## src/inc/charge_timer_control_defs.vh

```
// Constants for the charger supervisory timer block.
`ifndef CHARGE_TIMER_CONTROL_DEFS_VH
`define CHARGE_TIMER_CONTROL_DEFS_VH

`define CTC_ADDR_W 8
`define CTC_DATA_W 16
`define CTC_ADDR_CFG 8'h00
`define CTC_ADDR_CTRL 8'h04
`define CTC_ADDR_STATUS 8'h08
`define CTC_ADDR_IRQ_STAT 8'h0C
`define CTC_ADDR_IRQ_MASK 8'h10

`define CTC_CFG_W 10
`define CTC_CFG_RESET 10'h055
`define CTC_CFG_PREQ 1:0
`define CTC_CFG_FAST 3:2
`define CTC_CFG_MAINT 5:4
`define CTC_CFG_DONE 7:6
`define CTC_CFG_RECHG 9:8

`define CTC_CTRL_ENABLE 0
`define CTC_CTRL_SOFT 1
`define CTC_CTRL_HARD 2
`define CTC_CTRL_RESET 1'h1

`define CTC_IRQ_W 2
`define CTC_IRQ_FAULT 0
`define CTC_IRQ_DONE 1
`define CTC_IRQ_MASK_RESET 2'h0

`define CTC_MIN_W 10
`define CTC_PREQ_T0 10'd30
`define CTC_PREQ_T1 10'd60
`define CTC_PREQ_T2 10'd120
`define CTC_PREQ_T3 10'd240
`define CTC_FAST_T0 10'd75
`define CTC_FAST_T1 10'd150
`define CTC_FAST_T2 10'd300
`define CTC_FAST_T3 10'd600
`define CTC_MAINT_T0 10'd0
`define CTC_MAINT_T1 10'd15
`define CTC_MAINT_T2 10'd30
`define CTC_MAINT_T3 10'd60

`define CTC_CLK_MHZ 250
`define CTC_MINUTE_S 60
`define CTC_SOFT_RST_MS 10
`define CTC_HARD_RST_MS 50

`define CTC_ST_W 6
`define CTC_ST_IDLE 6'h01
`define CTC_ST_PREQ 6'h02
`define CTC_ST_FAST 6'h04
`define CTC_ST_MAINT 6'h08
`define CTC_ST_DONE 6'h10
`define CTC_ST_FAULT 6'h20

`endif

```

## src/charge_timer_control.v

```verilog
// Charger phase timers, timer slow-down and reset handling for a linear battery charger.
`include "charge_timer_control_defs.vh"
`timescale 1ns/1ps
`default_nettype none

module charge_timer_control #(
	parameter [35:0] MINUTE_CYCLES = 36'd1000000 * `CTC_CLK_MHZ * `CTC_MINUTE_S,
	parameter [31:0] SOFT_RST_CYCLES = 32'd1000 * `CTC_CLK_MHZ * `CTC_SOFT_RST_MS,
	parameter [31:0] HARD_RST_CYCLES = 32'd1000 * `CTC_CLK_MHZ * `CTC_HARD_RST_MS
) (
	input wire clk,
	input wire reset_n,
	input wire clk_en,
	input wire [`CTC_ADDR_W-1:0] reg_addr,
	input wire [`CTC_DATA_W-1:0] reg_wdata,
	input wire reg_wr,
	input wire reg_rd,
	output reg [`CTC_DATA_W-1:0] reg_rdata,
	input wire current_limited,
	input wire below_half_current,
	input wire below_fifth_current,
	input wire battery_above_prequal,
	input wire below_done_current,
	input wire below_recharge_level,
	output reg charge_on,
	output reg fast_phase_current,
	output reg [1:0] done_current_sel,
	output reg [1:0] recharge_margin_sel,
	output reg rst_out_n,
	output reg por_restart,
	output reg irq
);

	localparam NSYNC = 6;

	reg [NSYNC-1:0] sync1_q;
	reg [NSYNC-1:0] sync2_q;
	reg [NSYNC-1:0] sync3_q;
	reg [NSYNC-1:0] clean_q;
	wire [NSYNC-1:0] raw_in;
	wire lim_s;
	wire half_s;
	wire fifth_s;
	wire bat_ok_s;
	wire done_i_s;
	wire rechg_s;

	reg [`CTC_CFG_W-1:0] cfg_q;
	reg enable_q;
	reg [`CTC_IRQ_W-1:0] irq_stat_q;
	reg [`CTC_IRQ_W-1:0] irq_mask_q;
	reg [`CTC_IRQ_W-1:0] irq_stat_d;
	reg [`CTC_ST_W-1:0] state_q;
	reg [`CTC_ST_W-1:0] state_d;
	reg fault_q;
	reg [35:0] presc_q;
	reg half_phase_q;
	reg [`CTC_MIN_W-1:0] minutes_q;
	reg [31:0] rst_cnt_q;
	reg hard_q;

	wire wr_cfg;
	wire wr_ctrl;
	wire wr_irq_stat;
	wire wr_irq_mask;
	wire soft_req;
	wire hard_req;
	wire slowed;
	wire paused;
	wire advance;
	wire minute_tick;
	wire entering;
	wire [`CTC_MIN_W-1:0] preq_limit;
	wire [`CTC_MIN_W-1:0] fast_limit;
	wire [`CTC_MIN_W-1:0] maint_limit;
	wire preq_expired;
	wire fast_expired;
	wire maint_expired;
	wire ev_fault;
	wire ev_done;

	function [`CTC_MIN_W-1:0] pick;
		input [1:0] sel;
		input [`CTC_MIN_W-1:0] t0;
		input [`CTC_MIN_W-1:0] t1;
		input [`CTC_MIN_W-1:0] t2;
		input [`CTC_MIN_W-1:0] t3;
		begin
			case (sel)
				2'h0: pick = t0;
				2'h1: pick = t1;
				2'h2: pick = t2;
				default: pick = t3;
			endcase
		end
	endfunction

	// Comparator outputs come from the analog loop and are resynchronised here.
	assign raw_in = {below_recharge_level, below_done_current, battery_above_prequal,
		below_fifth_current, below_half_current, current_limited};
	assign lim_s = clean_q[0];
	assign half_s = clean_q[1];
	assign fifth_s = clean_q[2];
	assign bat_ok_s = clean_q[3];
	assign done_i_s = clean_q[4];
	assign rechg_s = clean_q[5];

	genvar gi;
	generate
		for (gi = 0; gi < NSYNC; gi = gi + 1) begin : g_sync
			always @(posedge clk or negedge reset_n) begin
				if (!reset_n) begin
					sync1_q[gi] <= 1'b0;
					sync2_q[gi] <= 1'b0;
					sync3_q[gi] <= 1'b0;
					clean_q[gi] <= 1'b0;
				end else if (clk_en) begin
					sync1_q[gi] <= raw_in[gi];
					sync2_q[gi] <= sync1_q[gi];
					sync3_q[gi] <= sync2_q[gi];
					if (sync2_q[gi] == sync3_q[gi]) begin
						clean_q[gi] <= sync3_q[gi];
					end
				end
			end
		end
	endgenerate

	assign wr_cfg = reg_wr && (reg_addr == `CTC_ADDR_CFG);
	assign wr_ctrl = reg_wr && (reg_addr == `CTC_ADDR_CTRL);
	assign wr_irq_stat = reg_wr && (reg_addr == `CTC_ADDR_IRQ_STAT);
	assign wr_irq_mask = reg_wr && (reg_addr == `CTC_ADDR_IRQ_MASK);
	assign soft_req = wr_ctrl && reg_wdata[`CTC_CTRL_SOFT];
	assign hard_req = wr_ctrl && reg_wdata[`CTC_CTRL_HARD];

	assign preq_limit = pick(cfg_q[`CTC_CFG_PREQ], `CTC_PREQ_T0, `CTC_PREQ_T1,
		`CTC_PREQ_T2, `CTC_PREQ_T3);
	assign fast_limit = pick(cfg_q[`CTC_CFG_FAST], `CTC_FAST_T0, `CTC_FAST_T1,
		`CTC_FAST_T2, `CTC_FAST_T3);
	assign maint_limit = pick(cfg_q[`CTC_CFG_MAINT], `CTC_MAINT_T0, `CTC_MAINT_T1,
		`CTC_MAINT_T2, `CTC_MAINT_T3);

	// The timer only slows or stops when current is cut back by limiting or heat.
	assign paused = lim_s && fifth_s;
	assign slowed = lim_s && half_s && !fifth_s;
	assign advance = !paused && (!slowed || half_phase_q);
	// Exact cycle count per minute keeps the timer far inside its tolerance.
	assign minute_tick = advance && (presc_q == MINUTE_CYCLES - 36'd1);
	assign entering = (state_d != state_q);

	assign preq_expired = (minutes_q >= preq_limit);
	assign fast_expired = (minutes_q >= fast_limit);
	assign maint_expired = (minutes_q >= maint_limit);

	always @* begin
		state_d = state_q;
		if (!enable_q) begin
			state_d = `CTC_ST_IDLE;
		end else begin
			case (state_q)
				`CTC_ST_IDLE: state_d = `CTC_ST_PREQ;
				`CTC_ST_PREQ: begin
					if (bat_ok_s) begin
						state_d = `CTC_ST_FAST;
					end else if (preq_expired) begin
						state_d = `CTC_ST_FAULT;
					end
				end
				`CTC_ST_FAST: begin
					if (done_i_s) begin
						if (maint_limit == `CTC_MAINT_T0) begin
							state_d = `CTC_ST_DONE;
						end else begin
							state_d = `CTC_ST_MAINT;
						end
					end else if (fast_expired) begin
						state_d = `CTC_ST_FAULT;
					end
				end
				`CTC_ST_MAINT: begin
					if (maint_expired) begin
						state_d = `CTC_ST_DONE;
					end
				end
				`CTC_ST_DONE: begin
					if (rechg_s) begin
						state_d = `CTC_ST_PREQ;
					end
				end
				`CTC_ST_FAULT: state_d = `CTC_ST_FAULT;
				default: state_d = `CTC_ST_IDLE;
			endcase
		end
	end

	assign ev_fault = (state_d == `CTC_ST_FAULT) && (state_q != `CTC_ST_FAULT);
	assign ev_done = (state_d == `CTC_ST_DONE) && (state_q != `CTC_ST_DONE);

	// A new event wins over a write-one-to-clear in the same cycle.
	always @* begin
		irq_stat_d = irq_stat_q;
		if (wr_irq_stat) begin
			irq_stat_d = irq_stat_q & ~reg_wdata[`CTC_IRQ_W-1:0];
		end
		if (ev_fault) begin
			irq_stat_d[`CTC_IRQ_FAULT] = 1'b1;
		end
		if (ev_done) begin
			irq_stat_d[`CTC_IRQ_DONE] = 1'b1;
		end
	end

	always @(posedge clk or negedge reset_n) begin
		if (!reset_n) begin
			cfg_q <= `CTC_CFG_RESET;
			enable_q <= `CTC_CTRL_RESET;
			irq_mask_q <= `CTC_IRQ_MASK_RESET;
			irq_stat_q <= {`CTC_IRQ_W{1'b0}};
			state_q <= `CTC_ST_IDLE;
			fault_q <= 1'b0;
			presc_q <= 36'h0;
			half_phase_q <= 1'b0;
			minutes_q <= {`CTC_MIN_W{1'b0}};
		end else if (clk_en) begin
			if (hard_q || hard_req) begin
				// A hard reset restarts the control, state and timer registers as after power-on; the input synchronisers keep their values.
				cfg_q <= `CTC_CFG_RESET;
				enable_q <= `CTC_CTRL_RESET;
				irq_mask_q <= `CTC_IRQ_MASK_RESET;
				irq_stat_q <= {`CTC_IRQ_W{1'b0}};
				state_q <= `CTC_ST_IDLE;
				fault_q <= 1'b0;
				presc_q <= 36'h0;
				half_phase_q <= 1'b0;
				minutes_q <= {`CTC_MIN_W{1'b0}};
			end else begin
				if (soft_req) begin
					cfg_q <= `CTC_CFG_RESET;
					enable_q <= `CTC_CTRL_RESET;
					irq_mask_q <= `CTC_IRQ_MASK_RESET;
				end else begin
					if (wr_cfg) begin
						cfg_q <= reg_wdata[`CTC_CFG_W-1:0];
					end
					if (wr_ctrl) begin
						enable_q <= reg_wdata[`CTC_CTRL_ENABLE];
					end
					if (wr_irq_mask) begin
						irq_mask_q <= reg_wdata[`CTC_IRQ_W-1:0];
					end
				end
				irq_stat_q <= irq_stat_d;
				state_q <= state_d;
				if (ev_fault) begin
					fault_q <= 1'b1;
				end else if (state_d == `CTC_ST_IDLE) begin
					fault_q <= 1'b0;
				end
				if (entering) begin
					presc_q <= 36'h0;
					half_phase_q <= 1'b0;
					minutes_q <= {`CTC_MIN_W{1'b0}};
				end else begin
					if (slowed) begin
						half_phase_q <= !half_phase_q;
					end
					if (minute_tick) begin
						presc_q <= 36'h0;
						if (minutes_q != {`CTC_MIN_W{1'b1}}) begin
							minutes_q <= minutes_q + 1'b1;
						end
					end else if (advance) begin
						presc_q <= presc_q + 36'h1;
					end
				end
			end
		end
	end

	// Reset output pulse: soft reset gives the short pulse, hard reset the long one.
	always @(posedge clk or negedge reset_n) begin
		if (!reset_n) begin
			rst_cnt_q <= 32'h0;
			hard_q <= 1'b0;
			rst_out_n <= 1'b0;
			por_restart <= 1'b0;
		end else if (clk_en) begin
			if (hard_req) begin
				rst_cnt_q <= HARD_RST_CYCLES;
				hard_q <= 1'b1;
				rst_out_n <= 1'b0;
				por_restart <= 1'b1;
			end else if (soft_req && !hard_q) begin
				rst_cnt_q <= SOFT_RST_CYCLES;
				rst_out_n <= 1'b0;
			end else if (rst_cnt_q > 32'h1) begin
				rst_cnt_q <= rst_cnt_q - 32'h1;
				rst_out_n <= 1'b0;
			end else begin
				rst_cnt_q <= 32'h0;
				hard_q <= 1'b0;
				rst_out_n <= 1'b1;
				por_restart <= 1'b0;
			end
		end
	end

	// Outputs to the analog charger and the interrupt pin.
	always @(posedge clk or negedge reset_n) begin
		if (!reset_n) begin
			charge_on <= 1'b0;
			fast_phase_current <= 1'b0;
			done_current_sel <= 2'h0;
			recharge_margin_sel <= 2'h0;
			irq <= 1'b0;
		end else if (clk_en) begin
			charge_on <= (state_q == `CTC_ST_PREQ) || (state_q == `CTC_ST_FAST) ||
				(state_q == `CTC_ST_MAINT);
			fast_phase_current <= (state_q == `CTC_ST_FAST) || (state_q == `CTC_ST_MAINT);
			done_current_sel <= cfg_q[`CTC_CFG_DONE];
			recharge_margin_sel <= cfg_q[`CTC_CFG_RECHG];
			irq <= |(irq_stat_q & irq_mask_q);
		end
	end

	always @(posedge clk or negedge reset_n) begin
		if (!reset_n) begin
			reg_rdata <= {`CTC_DATA_W{1'b0}};
		end else if (clk_en) begin
			reg_rdata <= {`CTC_DATA_W{1'b0}};
			if (reg_rd) begin
				case (reg_addr)
					`CTC_ADDR_CFG: reg_rdata <= {6'h0, cfg_q};
					`CTC_ADDR_CTRL: reg_rdata <= {15'h0, enable_q};
					`CTC_ADDR_STATUS: reg_rdata <= {6'h0, paused, slowed, fault_q, 1'b0, state_q};
					`CTC_ADDR_IRQ_STAT: reg_rdata <= {14'h0, irq_stat_q};
					`CTC_ADDR_IRQ_MASK: reg_rdata <= {14'h0, irq_mask_q};
					default: reg_rdata <= {`CTC_DATA_W{1'b0}};
				endcase
			end
		end
	end

endmodule // charge_timer_control

`default_nettype wire

```

## config.mk

```make
export PLATFORM = sky130hd
export DESIGN_NAME = charge_timer_control
export DESIGN_NICKNAME = d
export VERILOG_FILES = /design/src/charge_timer_control.v
export VERILOG_INCLUDE_DIRS = /design/src /design/src/inc
export SDC_FILE = /design/constraint.sdc
export NUM_CORES = 1
export LEC_CHECK = 0
export BUFFER_PORTS_ARGS = -buffer_cell sky130_fd_sc_hd__buf_2
export CAP_MARGIN = 25
export CORE_MARGIN = 4
export CORE_UTILIZATION = 42
export CTS_CLUSTER_DIAMETER = 40
export DETAILED_ROUTE_END_ITERATION = 12
export PLACE_DENSITY_LB_ADDON = 0.12
export SKIP_CTS_REPAIR_TIMING = 1
export SLEW_MARGIN = 20
export SYNTH_ARGS = -nofsm -noshare
export SYNTH_HDL_FRONTEND = slang
export SYNTH_SLANG_ARGS = --single-unit
```

## constraint.sdc

```tcl
create_clock -name clk -period 3.29 [get_ports clk]
set_input_delay 0.4935 -clock clk [delete_from_list [all_inputs] [get_ports clk]]
set_output_delay 0.4935 -clock clk [all_outputs]
set_load 0.1 [all_outputs]
```

Word level (Yosys, flattened, before mapping)
Cells that the tools add are included.
- register bits: 150
- input bits: 35
- output and inout port bits: 25
- logic and storage cells: 192
- $add $sub $neg: 3
- order comparisons: 4
- equality and inequality tests: 32
- mux-type cells: 51
- bitwise logic cells: 3
- reductions and logical operators: 56
- operator list (cell ; count):
    $mux 36 ; 4
    $mux 32 ; 3
    $mux 10 ; 8
    $pmux 10 s5 ; 1
    $mux 6 ; 8
    $add 36x1->36 const B ; 1
    $eq 36x34->1 const B ; 1
    $pmux 6 s6 ; 1
    $gt 32x1->1 const B ; 1
    $sub 32x1->32 const B ; 1
    $ge 10x10->1 ; 3
    $pmux 10 s3 ; 1
    $reduce_and 2->1 ; 14
    $reduce_bool 3->1 ; 9
    $pmux 8 s3 ; 1
    $pmux 6 s3 ; 1
    $mux 1 ; 17
    $eq 8x4->1 const B ; 2
    $logic_and 1x1->1 ; 14
    $eq 6x1->1 const B ; 2
    $eq 6x5->1 const B ; 2
    $eq 6x6->1 const B ; 2
    $add 10x1->10 const B ; 1
    $logic_not 10->1 ; 1
    24 further kinds ; 50

Depth between registers and ports, before layout
- depth after elaboration: 11
- gate-level depth with buffers: 14
- gate-level depth less buffers: 12

Worst setup path before layout
No wires, ideal clock.
- kind: reg-to-reg
- start point: reg cfg_q[2]
- end point: reg presc_q[4]
- library setup time: 0.136 ns
- arrival time: 3.150 ns
- required time: 3.154 ns
- path slack: 0.004 ns
- stages on the path, launching flop included: 13
- buffers on the path: 1
- period minus slack after synthesis: 3.286 ns
- cells stage by stage: dfstp_2 > inv_1 > ha_1 > ha_1 > nand2b_1 > a211oi_1 > o31ai_1 > o41a_1 > a2111o_1 > o41ai_2 > buf_4 > or3_1 > a21oi_1
- word-level cells in the longest chain between the ends: 10
- elaborated cells on any way between the ends: 14
- classes of those cells: 1 x order compare; 3 x eq/ne; 7 x mux; 3 x reduce/logical
- ends and longest elaborated chain (item ; RTL line ; text):
    start: declaration ; charge_timer_control.v:48 ; reg [`CTC_CFG_W-1:0] cfg_q;
    start signal: assignment ; charge_timer_control.v:215 ; cfg_q <= `CTC_CFG_RESET;
    start signal: assignment ; charge_timer_control.v:227 ; cfg_q <= `CTC_CFG_RESET;
    start signal: assignment ; charge_timer_control.v:238 ; cfg_q <= `CTC_CFG_RESET;
    $eq 2x2->1 (tied with other cells) ; charge_timer_control.v:89 ; case (sel)
    $pmux 10 s3 (*) ; charge_timer_control.v:89 ;
    $ge 10x10->1 (*) ; charge_timer_control.v:152 ; assign fast_expired = (minutes_q >= fast_limit);
    $mux 6 (*) ; charge_timer_control.v:176 ; end else if (fast_expired) begin
    $mux 6 (*) ; charge_timer_control.v:170 ; if (done_i_s) begin
    $pmux 6 s6 (*) ; charge_timer_control.v:160 ; case (state_q)
    $mux 6 (*) ; charge_timer_control.v:157 ; if (!enable_q) begin
    $ne 6x6->1 (*) ; charge_timer_control.v:149 ; assign entering = (state_d != state_q);
    $reduce_bool 4->1 (no line) / $mux 36 (equally long branches) ; -- ;
    $reduce_and 2->1 (no line) / $mux 36 (equally long branches) ; -- ;
    end signal: assignment ; charge_timer_control.v:273 ; presc_q <= presc_q + 36'h1;
    end: declaration ; charge_timer_control.v:56 ; reg [35:0] presc_q;
Mark *: on every way between the ends. The rest lies on a longest branch, timed or not.
A chain may end at the register's enable or synchronous reset.

Final worst setup path
- start point: reg cfg_q[2]
- end point: reg presc_q[21]
The elaborated chain is that of the path after synthesis.

==> results.cfg <==
[power_and_ir_drop]
powerDensity_nw_per_um2 = 580
total_power_mw = 6.03
p_leak_nw = 4.45
worst_ir_drop_vdd_uv = 436

[finish]
layout.cells.most_common_list = 138 x dfrtp_1, 85 x nand2_1, 76 x o21ai_0
area.growth.synth_to_final_pct = 24.3
commonest_non_fill_non_tap_cell_in_the_layout = dfrtp_1
final_layout_size_suffix_gt1_share_pct = 23.4
fillerInstances = 1817
diodes = 0
fin_nets = 1096
post_layout_utilization_of_the_core_pct = 53.2

[synth]
post_synth_inst_count = 933
yosysWarningCount = 0
synth.cell_area_um2 = 8360
synth.avg_cell_area_um2 = 8.96
post_synth_edffs = 0
synth-seq-cells = 144
synth.yosys.seq_area_share_pct = 43.2
yosys.cell_types.count = 72
ys_async_sr_fraction_pct = 100
ys_dominant_reg_cell = dfrtp_1

[clock_network]
ctsLongestPathBuffers = 2
clk_pin_slew_ps = 80
numCtsBuffers = 17
clk-insertion-delay-late_ps = 440
clock_sinks = 144
tritoncts = built
clk_root_buffer_cell = clkbuf_16
h-tree-depth = 4

[critical_path]
setup.worst_path.class = flip-flop to flip-flop
crit_path_max_fanout = 6
cp.arrival_ps = 3700
worstPathRequired_ps = 3650
timing.reg2reg.worst_path_depth = 14
critical_path_startpoint_category = flip-flop
critPathCaptureType = flip-flop

[sta]
timing.slew.headroom_pct = 44.5
final_critical_path_setup_slack_ps = -43.0
worst-slew-pin-transition_ps = 830
timing.setup.tns_ps = -313
post-route-min-period_ps = 3330
setup_repair_after_global_routing_missed_its_margin = yes
max_clock_freq_ghz = 0.300
min_period_over_period_pct = 101
slew_violations = 0
final-setup-viol-count = 19
number_of_hold_slack_violations_in_the_final_timing_report = 0
clock_skew_ps = 13.3

[worst_hold_path]
worstHoldPathType = primary input to async pin

[placement]
place_congestion = 0.839
numPortBuffers = 47
dp_hpwl_um = 14700
pre_cts_setup_slack_ps = -134

[routing]
avgViaCountPerCell = 5.64
drt.antenna.violating_nets = 0
wl_um = 22600
vias = 7354
iteration_count_of_the_initial_detailed_routing_pass = 5
count_of_routing_violations_after_the_opening_detailed_route_iteration = 508
route.detailed.drc = 0
avgRoutedWirePerCell_um = 17.4

[floorplan]
die_extent_in_x_um = 149
total_die_area_um2 = 22200
placeableCoreArea_um2 = 19500
ports = 60
start_util_pct = 42.8
fp.dieH_um = 149
std_cell_rows = 51

[global_routing]
total_routing_usage_gr_pct = 19.8
grt_antenna_before_repair = 0
grt_first_pass_wirelength_um = 35600
maximum_number_of_pins_on_one_net_before_global_route_repair = 62
first_global_vias = 6955
global_route.overflow_total = 0

[run]
drv.max_cap_violation_count = 0

[status]
failing_checks = setup timing
outcome = finished with violations
## cells in the mapped netlist (all sizes together) (3+ instances only)
master     n  area, um^2
clkbuf    32         121
buf       19         121
or3       26         163
xor2       4        35.0
nand2     85         319
o2bb2ai   12         105
or4       15         116
nor4      17         128
nand4     19         119
ha        36         450
a211oi     5        42.5
inv       48         180
dfstp      6         158
a22o       5        43.8
mux2      19         214
a22oi      8        60.1
nand2b     5        31.3
nand3     47         235
and4       4        35.0
dfrtp    138        3450
a31oi      4        25.0
a21o       3        22.5
nor2      61         229
and2       5        31.3
o31ai     18         135
nor4b      3        26.3
a41oi      3        33.8
nor3      31         155
o21ai     93         469
xnor2     14         141
and3      20         125
mux2i      9        90.1
a21oi     78         390
nor2b      6        37.5
## report_power, final
group	switching [mW]	internal, mW
sequential	0.237	2.00
clock	0.960	1.04
combinational	1.04	0.762
## logic make-up after synthesis
| group | count (synthesis) | synth area share [%] |
|---|---|---|
| AO/OA/AOI/OAI | 253 | 18.6 |
| XOR/XNOR | 18 | 2.11 |
| adder cells (fa/ha/maj) | 36 | 5.39 |
| buffers and inverters | 99 | 5.06 |
| flip-flops | 144 | 43.2 |
| multiplexers | 28 | 3.64 |
| other | 1 | 0.0449 |
| AND/OR/NAND/NOR | 354 | 22.0 |
## state kept, by name (all words and copies together), names as in the netlist, 6 cells and up
name       cells
rst_cnt_q     32
presc_q       36
reg_rdata     10
sync2_q        6
sync1_q        6
state_q        6
minutes_q     10
sync3_q        6
cfg_q         10
## path summary, 6_finish.rpt
path                            slack (ps)                      from                   endpoint
worst max-delay path                   -40      cfg_q[2]$_DFFE_PN1P_    presc_q[21]$_DFFE_PN0P_
max in group asynchronous             2490                   reset_n       cfg_q[0]$_DFFE_PN1P_
worst max register to register         -40      cfg_q[2]$_DFFE_PN1P_    presc_q[21]$_DFFE_PN0P_
worst min-delay path                    40                   reset_n  rst_cnt_q[30]$_DFFE_PN0P_
worst min register to register         490  reg_rdata[9]$_DFFE_PN0P_   reg_rdata[9]$_DFFE_PN0P_
min in group clk                       270              reg_wdata[7]       cfg_q[7]$_DFFE_PN0P_
## cell type report
cell class	count	area [um^2]	share of cell area, %
multi-input combinational	695	4690	45.1
sequential	144	3610	34.7
timing repair buffer	119	955	9.19
clock buffer	17	425	4.09
tap	265	332	3.19
clock inverter	15	191	1.84
inverter	48	188	1.81
## routing by layer
| layer | GRT usage [%] | wire (um) | up-vias | part of all wire, % |
|---|---|---|---|---|
| li1 | - | - | 3595 | - |
| met1 | 27.0 | 10600 | 3578 | 47 |
| met2 | 32.2 | 10800 | 158 | 48 |
| met3 | 4.10 | 920 | 23 | 4.1 |
| met4 | 5.35 | 307 | 0 | 1.4 |
| met5 | 0 | 0 | - | 0 |
## metrics by stage
| step | instance area (um^2) | hold slack (ps) | std cells |
|---|---|---|---|
| floorplan | 8380 | 198 | 938 |
| global placement | 9150 | 465 | 1251 |
| detailed placement | 9150 | 470 | 1251 |
| CTS | 9770 | 49.0 | 1283 |
| global route | 10400 | 85.1 | 1303 |
| finish | 10400 | 37.1 | 1303 |
## worst max-delay path, cell delays in order, from the launching register on
cell      delay (ps)
dfstp_2          580
buf_6            140
ha_4             160
inv_4             50
ha_4             250
nand4_1          140
buf_4            180
o31ai_4          280
o41a_1           180
a2111o_1         260
nor4_4            60
buf_6            190
buf_12           130
or4_1            520
a21oi_2          140
Note: power is estimated with default switching activity, not from simulation.
